<file path="src/cfg_tap_pkg.sv">
// package for the test-port configuration loader: opcodes, lengths, state types
package cfg_tap_pkg;

	// register lengths
	localparam int IR_LEN      = 6;
	localparam int CFG_LEN     = 64;
	// startup sequence length in idle test clocks
	localparam int STARTUP_CNT = 12;
	localparam logic [4:0] STARTUP_CNT_W = 5'h0C;

	// instruction opcodes as held in the instruction register (bit 0 shifted first)
	localparam logic [5:0] OP_CFG_LOAD = 6'h05;   // 00101 then final 0
	localparam logic [5:0] OP_STARTUP  = 6'h0C;   // 01100 then final 0
	localparam logic [5:0] OP_BYPASS   = 6'h3F;
	// value captured into the instruction register: low two bits fixed 01
	localparam logic [5:0] IR_CAPTURE  = 6'h01;
	localparam logic [5:0] IR_RESET    = 6'h3F;

	// tap controller states
	typedef enum logic [3:0] {
		TLR, RTI, SEL_DR, CAP_DR, SH_DR, EX1_DR, PAU_DR, EX2_DR, UPD_DR,
		SEL_IR, CAP_IR, SH_IR, EX1_IR, PAU_IR, EX2_IR, UPD_IR
	} tap_t;

	// pins of the test port as seen by the device
	typedef struct packed {
		logic tck;
		logic tms;
		logic tdi;
	} tap_in_t;

	// tdo as a two-signal pin: value and enable
	typedef struct packed {
		logic tdoOut;
		logic tdoOe;
	} tap_out_t;

endpackage

</file>
<file path="src/cfg_tap_loader.sv">
// device side of the test-port configuration loader
// What this block does
// - configuration register shifts tdi in and moves data toward tdo
// - startup sequence advances on idle tck cycles under startup instruction
// - five tms-high cycles reach reset; device then fully operational
// - reconfiguration after program reset pulse or reloading the load instruction, then reload
// - tdo changes on falling tck edge
// - instruction register six bits, captures device status
// - configuration data register is sixty-four bits
// - tdo driven only in shift-dr or shift-ir
//
// how the link is sampled:
// the test clock is not a clock here, only a pin level like tms and tdi
// all three pins pass the same two flip-flops, so their relative timing survives
// a rising test clock is seen about three system clocks after the pin moves
// tms and tdi must therefore stand still for several system clocks around that edge
// a test clock well below a quarter of the system clock keeps this margin
// a glitch shorter than one system clock on the test clock pin may be lost
//
// how the shift registers move:
// the instruction shifter takes tdi at its top bit and walks toward bit 0
// after six shifts the first bit shifted sits in bit 0 of the instruction
// the configuration shifter takes tdi at bit 0 and walks toward the top bit
// the first bit of a word therefore ends at the top of the finished word
// every sixty-fourth shift under the load instruction hands over one word
// a partial word stays in the shifter until more bits or a program reset arrive
//
// how tdo behaves:
// tdo and its enable are updated only when a falling test clock is seen
// the enable is high only while the port sits in a shift state
// outside shift states the pin is released; a pull-up sets its level
//
// how startup behaves:
// startup counts idle test clocks only with the startup instruction active
// the count also needs a loaded configuration, so an empty device stays down
// the device becomes active on the twelfth counted idle clock
// leaving idle early keeps the count; the reset state clears it
//
// how program reset behaves:
// a low program reset clears loaded, active and both counters
// clearing wins over anything the port does in the same cycle
// shifting into the configuration register is ignored while it is low
// reloading the load instruction also clears loaded and active
//
module cfg_tap_loader
	import cfg_tap_pkg::*;
#(
	parameter int CFG_BITS = CFG_LEN,
	parameter int IR_BITS  = IR_LEN
)(
	// clock and reset
	input  wire logic                clk,
	input  wire logic                rstn,
	// test port pins
	input  wire tap_in_t             tapIn,
	output tap_out_t                 tapOut,
	// program reset pin, active low
	input  wire logic                program_reset_n,
	// configuration bus toward the internal configuration logic
	output logic [CFG_BITS-1:0]      cfgWord,
	output logic                     cfgWordValid,
	// status
	output logic                     cfgLoaded,
	output logic                     deviceActive
);

	// all state of this module
	typedef struct packed {
		logic [1:0]          tckSync;
		logic [1:0]          tmsSync;
		logic [1:0]          tdiSync;
		logic [1:0]          progSync;
		logic                tckLast;
		logic [IR_BITS-1:0]  irShift;
		logic [IR_BITS-1:0]  irActive;
		logic [CFG_BITS-1:0] cfgShift;
		logic [6:0]          cfgCount;
		logic [CFG_BITS-1:0] cfgWord;
		logic                cfgWordValid;
		logic                bypassBit;
		logic                cfgLoaded;
		logic [4:0]          startCount;
		logic                deviceActive;
		logic                tdoOut;
		logic                tdoOe;
	} st_t;

	st_t  s;
	st_t  next_s;
	tap_t tapState;
	logic tckRise;
	logic tckFall;

	// edges found on the second synchroniser stage only
	assign tckRise = s.tckSync[1] & ~s.tckLast;
	assign tckFall = ~s.tckSync[1] & s.tckLast;

	tap_fsm u_fsm (
		.clk     (clk),
		.rstn    (rstn),
		.tckRise (tckRise),
		.tms     (s.tmsSync[1]),
		.state   (tapState)
	);

	// next-state logic for shift registers, startup and tdo
	always_comb begin
		next_s = s;
		next_s.tckSync  = {s.tckSync[0], tapIn.tck};
		next_s.tmsSync  = {s.tmsSync[0], tapIn.tms};
		next_s.tdiSync  = {s.tdiSync[0], tapIn.tdi};
		next_s.progSync = {s.progSync[0], program_reset_n};
		next_s.tckLast  = s.tckSync[1];
		next_s.cfgWordValid = 1'b0;
		if (tckRise) begin
			case (tapState)
				TLR: begin
					next_s.irActive   = IR_RESET;
					next_s.startCount = '0;
				end
				CAP_IR: next_s.irShift = {{(IR_BITS-5){1'b0}}, s.cfgLoaded,
					s.deviceActive, 1'b0, IR_CAPTURE[1:0]};
				SH_IR: next_s.irShift = {s.tdiSync[1],
					s.irShift[IR_BITS-1:1]};
				UPD_IR: begin
					next_s.irActive = s.irShift;
					// reloading the configuration instruction clears the flags and startup count, not the word count
					if (s.irShift == OP_CFG_LOAD) begin
						next_s.cfgLoaded    = 1'b0;
						next_s.deviceActive = 1'b0;
						next_s.startCount   = '0;
					end
				end
				CAP_DR: next_s.bypassBit = 1'b0;
				SH_DR: begin
					next_s.bypassBit = s.tdiSync[1];
					if (s.irActive == OP_CFG_LOAD && s.progSync[1]) begin
						// tdi enters at the low end, data walks toward tdo
						next_s.cfgShift = {s.cfgShift[CFG_BITS-2:0],
							s.tdiSync[1]};
						if (s.cfgCount == 7'(CFG_BITS - 1)) begin
							next_s.cfgCount     = '0;
							next_s.cfgWord      = {s.cfgShift[CFG_BITS-2:0],
								s.tdiSync[1]};
							next_s.cfgWordValid = 1'b1;
							next_s.cfgLoaded    = 1'b1;
						end else begin
							next_s.cfgCount = s.cfgCount + 7'h01;
						end
					end
				end
				RTI: begin
					// startup advances only on idle clocks under startup instruction
					if (s.irActive == OP_STARTUP && s.cfgLoaded
						&& s.startCount != STARTUP_CNT_W) begin
						next_s.startCount = s.startCount + 5'h01;
						if (s.startCount == STARTUP_CNT_W - 5'h01) begin
							next_s.deviceActive = 1'b1;
						end
					end
				end
				default: ;
			endcase
		end
		// program reset pulse clears configuration, allowing reload; clear wins
		if (!s.progSync[1]) begin
			next_s.cfgLoaded    = 1'b0;
			next_s.deviceActive = 1'b0;
			next_s.cfgCount     = '0;
			next_s.startCount   = '0;
		end
		// tdo moves on the falling edge, enabled only in shift states
		if (tckFall) begin
			next_s.tdoOe = (tapState == SH_DR) || (tapState == SH_IR);
			if (tapState == SH_IR) begin
				next_s.tdoOut = s.irShift[0];
			end else if (s.irActive == OP_CFG_LOAD) begin
				next_s.tdoOut = s.cfgShift[CFG_BITS-1];
			end else begin
				next_s.tdoOut = s.bypassBit;
			end
		end
	end

	// single state register
	always_ff @(posedge clk or negedge rstn) begin
		if (!rstn) begin
			s          <= '0;
			s.irActive <= IR_RESET;
			s.progSync <= 2'b11;
		end else begin
			s <= next_s;
		end
	end

	// outputs from flip-flops
	assign tapOut.tdoOut = s.tdoOut;
	assign tapOut.tdoOe  = s.tdoOe;
	assign cfgWord       = s.cfgWord;
	assign cfgWordValid  = s.cfgWordValid;
	assign cfgLoaded     = s.cfgLoaded;
	assign deviceActive  = s.deviceActive;

endmodule // cfg_tap_loader

</file>
<file path="src/tap_fsm.sv">
// test access port state machine, advanced on each sampled tck rising edge
module tap_fsm
	import cfg_tap_pkg::*;
(
	// clock and reset
	input  wire logic clk,
	input  wire logic rstn,
	// sampled link
	input  wire logic tckRise,
	input  wire logic tms,
	// state
	output tap_t      state
);

	tap_t next_state;

	// standard sixteen-state transition table
	always_comb begin
		next_state = state;
		if (tckRise) begin
			case (state)
				TLR:     next_state = tms ? TLR : RTI;
				RTI:     next_state = tms ? SEL_DR : RTI;
				SEL_DR:  next_state = tms ? SEL_IR : CAP_DR;
				CAP_DR:  next_state = tms ? EX1_DR : SH_DR;
				SH_DR:   next_state = tms ? EX1_DR : SH_DR;
				EX1_DR:  next_state = tms ? UPD_DR : PAU_DR;
				PAU_DR:  next_state = tms ? EX2_DR : PAU_DR;
				EX2_DR:  next_state = tms ? UPD_DR : SH_DR;
				UPD_DR:  next_state = tms ? SEL_DR : RTI;
				SEL_IR:  next_state = tms ? TLR : CAP_IR;
				CAP_IR:  next_state = tms ? EX1_IR : SH_IR;
				SH_IR:   next_state = tms ? EX1_IR : SH_IR;
				EX1_IR:  next_state = tms ? UPD_IR : PAU_IR;
				PAU_IR:  next_state = tms ? EX2_IR : PAU_IR;
				EX2_IR:  next_state = tms ? UPD_IR : SH_IR;
				UPD_IR:  next_state = tms ? SEL_DR : RTI;
				default: next_state = TLR;
			endcase
		end
	end

	// state register
	always_ff @(posedge clk or negedge rstn) begin
		if (!rstn) begin
			state <= TLR;
		end else begin
			state <= next_state;
		end
	end

endmodule // tap_fsm

</file>
<file path="config.mk">
export PLATFORM = sky130hd
export DESIGN_NAME = cfg_tap_loader
export DESIGN_NICKNAME = d
export VERILOG_FILES = /design/src/cfg_tap_pkg.sv /design/src/cfg_tap_loader.sv /design/src/tap_fsm.sv
export SDC_FILE = /design/constraint.sdc
export NUM_CORES = 1
export LEC_CHECK = 0
export BUFFER_PORTS_ARGS = -buffer_cell sky130_fd_sc_hd__buf_2
export CORE_AREA = 2 2 106 149
export CTS_BUF_LIST = sky130_fd_sc_hd__clkbuf_16
export DETAILED_ROUTE_END_ITERATION = 7
export DIE_AREA = 0 0 108 151
export PLACE_DENSITY = 0.82
export SETUP_SLACK_MARGIN = 0.05
export SYNTH_ARGS = -nofsm -noshare
export SYNTH_HDL_FRONTEND = slang
export SYNTH_SLANG_ARGS = --single-unit
</file>
<file path="constraint.sdc">
create_clock -name clk -period 3.25 [get_ports clk]
set_clock_uncertainty 0.2 [all_clocks]
set_input_delay 0.325 -clock clk [delete_from_list [all_inputs] [get_ports clk]]
set_output_delay 0.325 -clock clk [all_outputs]
set_load 0.005 [all_outputs]
</file>
After elaboration in Yosys (flattened, before gate mapping)
Index checks and enable logic that the tools add are counted.
{"block": "word_totals", "register_bits": 171, "latch_bits": 0, "ramBits": 0, "romBits": 0, "in_bits": 6, "out_inout_bits": 69, "word_cells": 109, "memories": 0}
{"block": "classes", "add_sub_neg": 2, "n_mul": 0, "n_div": 0, "magnitude_cmp": 0, "eq_ne": 32, "shifts": 0, "mux": 33, "bitwise_logic": 4, "reduce_logical": 20}
{"cell": "72-bit two-way mux", "n": 2}
{"cell": "80-bit two-way mux", "n": 1}
{"cell": "65-bit two-way mux", "n": 1}
{"cell": "4-bit case mux with 12 select lines", "n": 1}
{"cell": "4-bit == test, second input constant", "n": 8}
{"cell": "7-bit two-way mux", "n": 4}
{"cell": "6-bit case mux with 2 select lines", "n": 2}
{"cell": "4-bit by 3-bit == test with 1-bit output, second input constant", "n": 4}
{"cell": "4-bit two-way mux", "n": 4}
{"cell": "3-bit != test, second input constant", "n": 5}
{"cell": "5-bit case mux with 3 select lines", "n": 1}
{"cell": "6-bit by 3-bit == test with 1-bit output, second input constant", "n": 2}
{"cell": "5-bit AND reduction", "n": 2}
{"cell": "4-bit by 2-bit == test with 1-bit output, second input constant", "n": 2}
{"cell": "1-bit two-way mux", "n": 8}
{"cell": "4-bit AND reduction", "n": 2}
{"cell": "7-bit by 1-bit adder with 7-bit output, second input constant", "n": 1}
{"cell": "7-bit by 6-bit == test with 1-bit output, second input constant", "n": 1}
{"cell": "6-bit by 4-bit == test with 1-bit output, second input constant", "n": 1}
{"cell": "2-bit two-way mux", "n": 3}
{"cell": "3-bit two-way mux", "n": 2}
{"cell": "6-bit two-way mux", "n": 1}
{"cell": "2-bit by 1-bit != test with 1-bit output, second input constant", "n": 3}
{"cell": "3-bit by 1-bit != test with 1-bit output, second input constant", "n": 2}
{"cell": "other kinds (16)", "n": 28}

Depth between registers and ports, before layout
{"block": "depth", "depth_word": 7, "depth_mapped": 7}

Cells and area by module
Synthesis repeated with hierarchy kept, for this count alone.
{"block": "hier_totals", "hier_cells": 571, "hier_area_um2": 7604.8}
{"mod": "cfg_tap_loader", "instances": 1, "cells_per_inst": 524, "area_per_inst_um2": 7204.4, "seq_area_each_um2": 4189.0}
{"mod": "tap_fsm", "instances": 1, "cells_per_inst": 47, "area_per_inst_um2": 400.4, "seq_area_each_um2": 100.1}

Worst setup path after synthesis
OpenSTA, ideal clock, no wires.
{"block": "synth_timing", "path_type": "register to register", "startpoint": "register s[148] in the netlist's numbering", "endpoint": "register s (netlist bit cfgWord[29])", "arrival_ps": 2333, "required_time_ps": 2925, "path_slack_ps": 592, "path_stages_with_launch": 8, "path_cell_list": "dfstp_2 or4b_1 buf_2 nor4_4 and3_4 buf_8 buf_8 mux2_2"}
{"block": "synth_via", "elab_chain_len": 3}
{"item": "start: declaration", "line_no": "cfg_tap_loader.sv:88", "rtl": "st_t s;"}
{"item": "start signal: assignment", "line_no": "cfg_tap_loader.sv:192", "rtl": "s <= next_s;"}
{"item": "6-bit by 3-bit == test with 1-bit output", "line_no": "cfg_tap_loader.sv:137", "rtl": "if (s.irActive == OP_CFG_LOAD && s.progSync[1]) begin"}
{"item": "1-bit logical AND", "line_no": "cfg_tap_loader.sv:137"}
{"item": "4-bit AND reduction (no source line)"}
No other way between the ends.
A chain may end at the register's enable or synchronous reset.

Final worst setup path
{"block": "layout_timing", "startpoint": "register s[148] in the netlist's numbering", "endpoint": "register s[109] in the netlist's numbering"}
{"block": "layout_via", "elab_chain_len": 3}
{"item": "6-bit by 3-bit == test with 1-bit output", "line_no": "cfg_tap_loader.sv:137"}
{"item": "1-bit logical AND", "line_no": "cfg_tap_loader.sv:137"}
{"item": "3-bit AND reduction (no source line)"}
No other way between the ends.

==> flow_summary.ini <==
[outcome]
status = finished clean

[drt]
wl_per_cell_um = 16.03
viasPerCell = 5.480
antenna_left = 0
routed_wirelength_um = 12600
num_vias = 4307
dr.pass1.iters = 5
drc = 0
drt_iter0_markers = 227

[logic_synthesis]
netlist_area_mm2 = 0.007536
synth_cells = 566
ys_types = 60
yosysSeqAreaShare_pct = 56.92
ys.flop_type = dfrtp_1
syn_nets = 575
synth_area_leader_cell = dfrtp_1
async_reset_ff_share_pct = 100.0
synth.avg_cell_area_um2 = 13.31
synth_top_area_share_pct = 54.13
synth_seq_cells = 171
post-synth-top-count-cell = dfrtp_1
ys_warn_count = 0
synth_common_cells = 163 x dfrtp_1, 124 x mux2_2, 67 x buf_4
netlist_top_cells_area = dfrtp_1 54%, mux2_2 19%, buf_4 6.7%
synth-edff-count = 0

[worst_hold_path]
hold_class = reg -> reg
min_delay_worst_endpoint = s[164]
hold_depth = 0
min-delay-start = next_s[164]

[global_route]
overflow = 0
grt_usage_pct = 16.32
grt_max_degree = 84
grt_first_pass_wirelength_um = 21290
grt_pass1_vias = 4437
antenna_found_initial = 0

[die]
io_pins = 75
core_area_mm2 = 0.01492
rows = 53
die_w_um = 108
die_h_um = 151
dieArea_mm2 = 0.01631
initial_utilization_pct = 50.51

[clock_network]
root_buffer = clkbuf_16
clock_latency_ns = 0.41
cts_buffers = 17
clock-sinks = 171
path_clk_slew_ns = 0.07
cts_htree_levels = 4
cts_buffer_depth = 2
cts_tree = built
cts_resized = 0

[power_and_ir_drop]
switchingPower_w = 0.001188
powerDensity_mw_per_mm2 = 561.6
leakagePower_nw = 4.137
pwr-share-seq_pct = 50.3
clkPwrFrac_pct = 39.7
comb_power_share_pct = 10.0
total_power_w = 0.004562
intPower_w = 0.003374
ir_worst_vdd_v = 0.0003198
switching_share_pct = 26.04

[timing]
fmaxAchievable_mhz = 365.0
period_minus_slack_ns = 2.740
finalSetupViolations = 0
worst_slew_pin_slew_ns = 0.7450
hold_viol_final = 0
slew_headroom_pct = 50.33
rsz0062_at_grt = no
fin_crit_sh_pct = 84.30
fin_setup_tns_ns = 0
maxSlewViolCount = 0

[placement]
io_buffers = 74
place.gp.congestion = 0.8144
post-dp-hpwl_um = 8522

[worst_setup_path]
critPathLaunchType = flip-flop
reg2regPathDepth = 6
required_ns = 3.35
r2r-end = s[109]
worstPathMaxFanout = 40
critPathLaunch = s[148]
arrival_ns = 2.83
reg2reg_slack_ns = 0.51
rr_startpoint = s[148]
cp-end-kind = flip-flop
worst-setup-path-type = reg -> reg

[layout]
area_growth_pct = 7.803
fillers = 1242
fin_nets = 591
layout-drive-gt1-share_pct = 42.59
num_antenna_cells = 0

[flow_run]
drv_cap = 0
## cell type report
type / count / area, um^2 / share of cell area [%]
repair buffers: 91 / 541.8 / 6.669
inverters: 15 / 56.30 / 0.6931
clock inverters: 14 / 100.1 / 1.232
clock buffers: 17 / 425.4 / 5.236
flip-flops and latches: 171 / 4289 / 52.80
multi-input cells: 286 / 2471 / 30.42
well taps: 192 / 240.2 / 2.957
## per-stage QoR
stage	hold slack, ns	setup WS, ns	area, um^2	util, %	std cells
2_1_floorplan	-0.1706	0.5920	7536	-	566
3_3_place_gp	0.1322	0.5760	7548	50.59	750
3_5_place_dp	0.1347	0.5002	7548	50.59	750
4_1_cts	0.1497	0.4982	8124	54.45	786
5_1_grt	0.1604	0.3940	8124	54.45	786
6_report	0.1484	0.5104	8124	54.45	786
## worst max path at each step
stage | slack [ns] | end | cells after the start
4_1_cts | 0.50 | cfgWord[19] | 5
3_5_place_dp | 0.50 | cfgWord[5] | 5
5_1_grt | 0.39 | s[104] | 6
2_1_floorplan | 0.59 | cfgWord[29] | 7
6_report | 0.51 | s[109] | 6
3_3_place_gp | 0.58 | s[135] | 6
## kinds of logic after synthesis
family	Yosys count	share of synthesized area [%]
flops	171	56.92
compound gates	64	5.728
simple gates	85	6.641
mux	133	19.81
buf+inv	109	10.29
xor+xnor	1	0.1162
fa+ha+maj	3	0.4981
## power by group through the flow
stage / Clock [W] / Sequential, W / Combinational (W)
6_report: 0.00181 / 0.00230 / 0.000454
5_1_grt: 0.00195 / 0.00230 / 0.000510
4_1_cts: 0.00185 / 0.00229 / 0.000455
3_5_place_dp: 0 / 0.00233 / 0.000447
3_3_place_gp: 0 / 0.00233 / 0.000418
2_1_floorplan: 0 / 0.00230 / 0.000335
## critical path: stages, from the launching register on
cell	delay, ns
dfstp_2	0.52
or4b_1	0.62
nor4_4	0.36
buf_4	0.19
nand2_2	0.07
buf_4	0.30
mux2_2	0.34
## state kept, by name (all words and copies together), names as in the netlist
signal / flops
u_fsm.state: 4
cfgWordValid: 1
cfgLoaded: 1
next_s: 5
cfgWord: 64
deviceActive: 1
tapOut: 2
s: 93
## per-layer routing
metal / vias up / global-route usage (%) / part of all wire, %
met5: - / 0 / 0
met4: 0 / 5.321 / 1.4
met3: 16 / 3.701 / 4.3
met2: 128 / 27.67 / 53
met1: 2190 / 20.74 / 42
li1: 1973 / - / -
## cells in the final DEF, fill, tap and decap left out, types with 3 or more instances in the layout
master	n
dfrtp_1	163
mux2_2	124
buf_2	73
a21oi_1	20
inv_1	17
clkbuf_16	17
nor2_1	16
nand2_1	14
o21ai_0	11
buf_4	10
nand2b_1	8
dfstp_2	8
nand3_1	7
mux2_1	5
nor2b_1	5
clkinvlp_4	5
dlygate4sd3_1	5
nand4_1	4
nor4_1	4
o22a_1	4
mux2i_1	4
inv_6	4
o311a_1	3
o22ai_1	3
o211ai_1	3
nor3_1	3
ha_1	3
## repair_timing
item / in CTS / in global routing
hold buffers: 5 / 0
buffers inserted: 0 / 0
endpoints found under the hold margin: 85 / 0
Note: power is estimated with default switching activity, not from simulation.
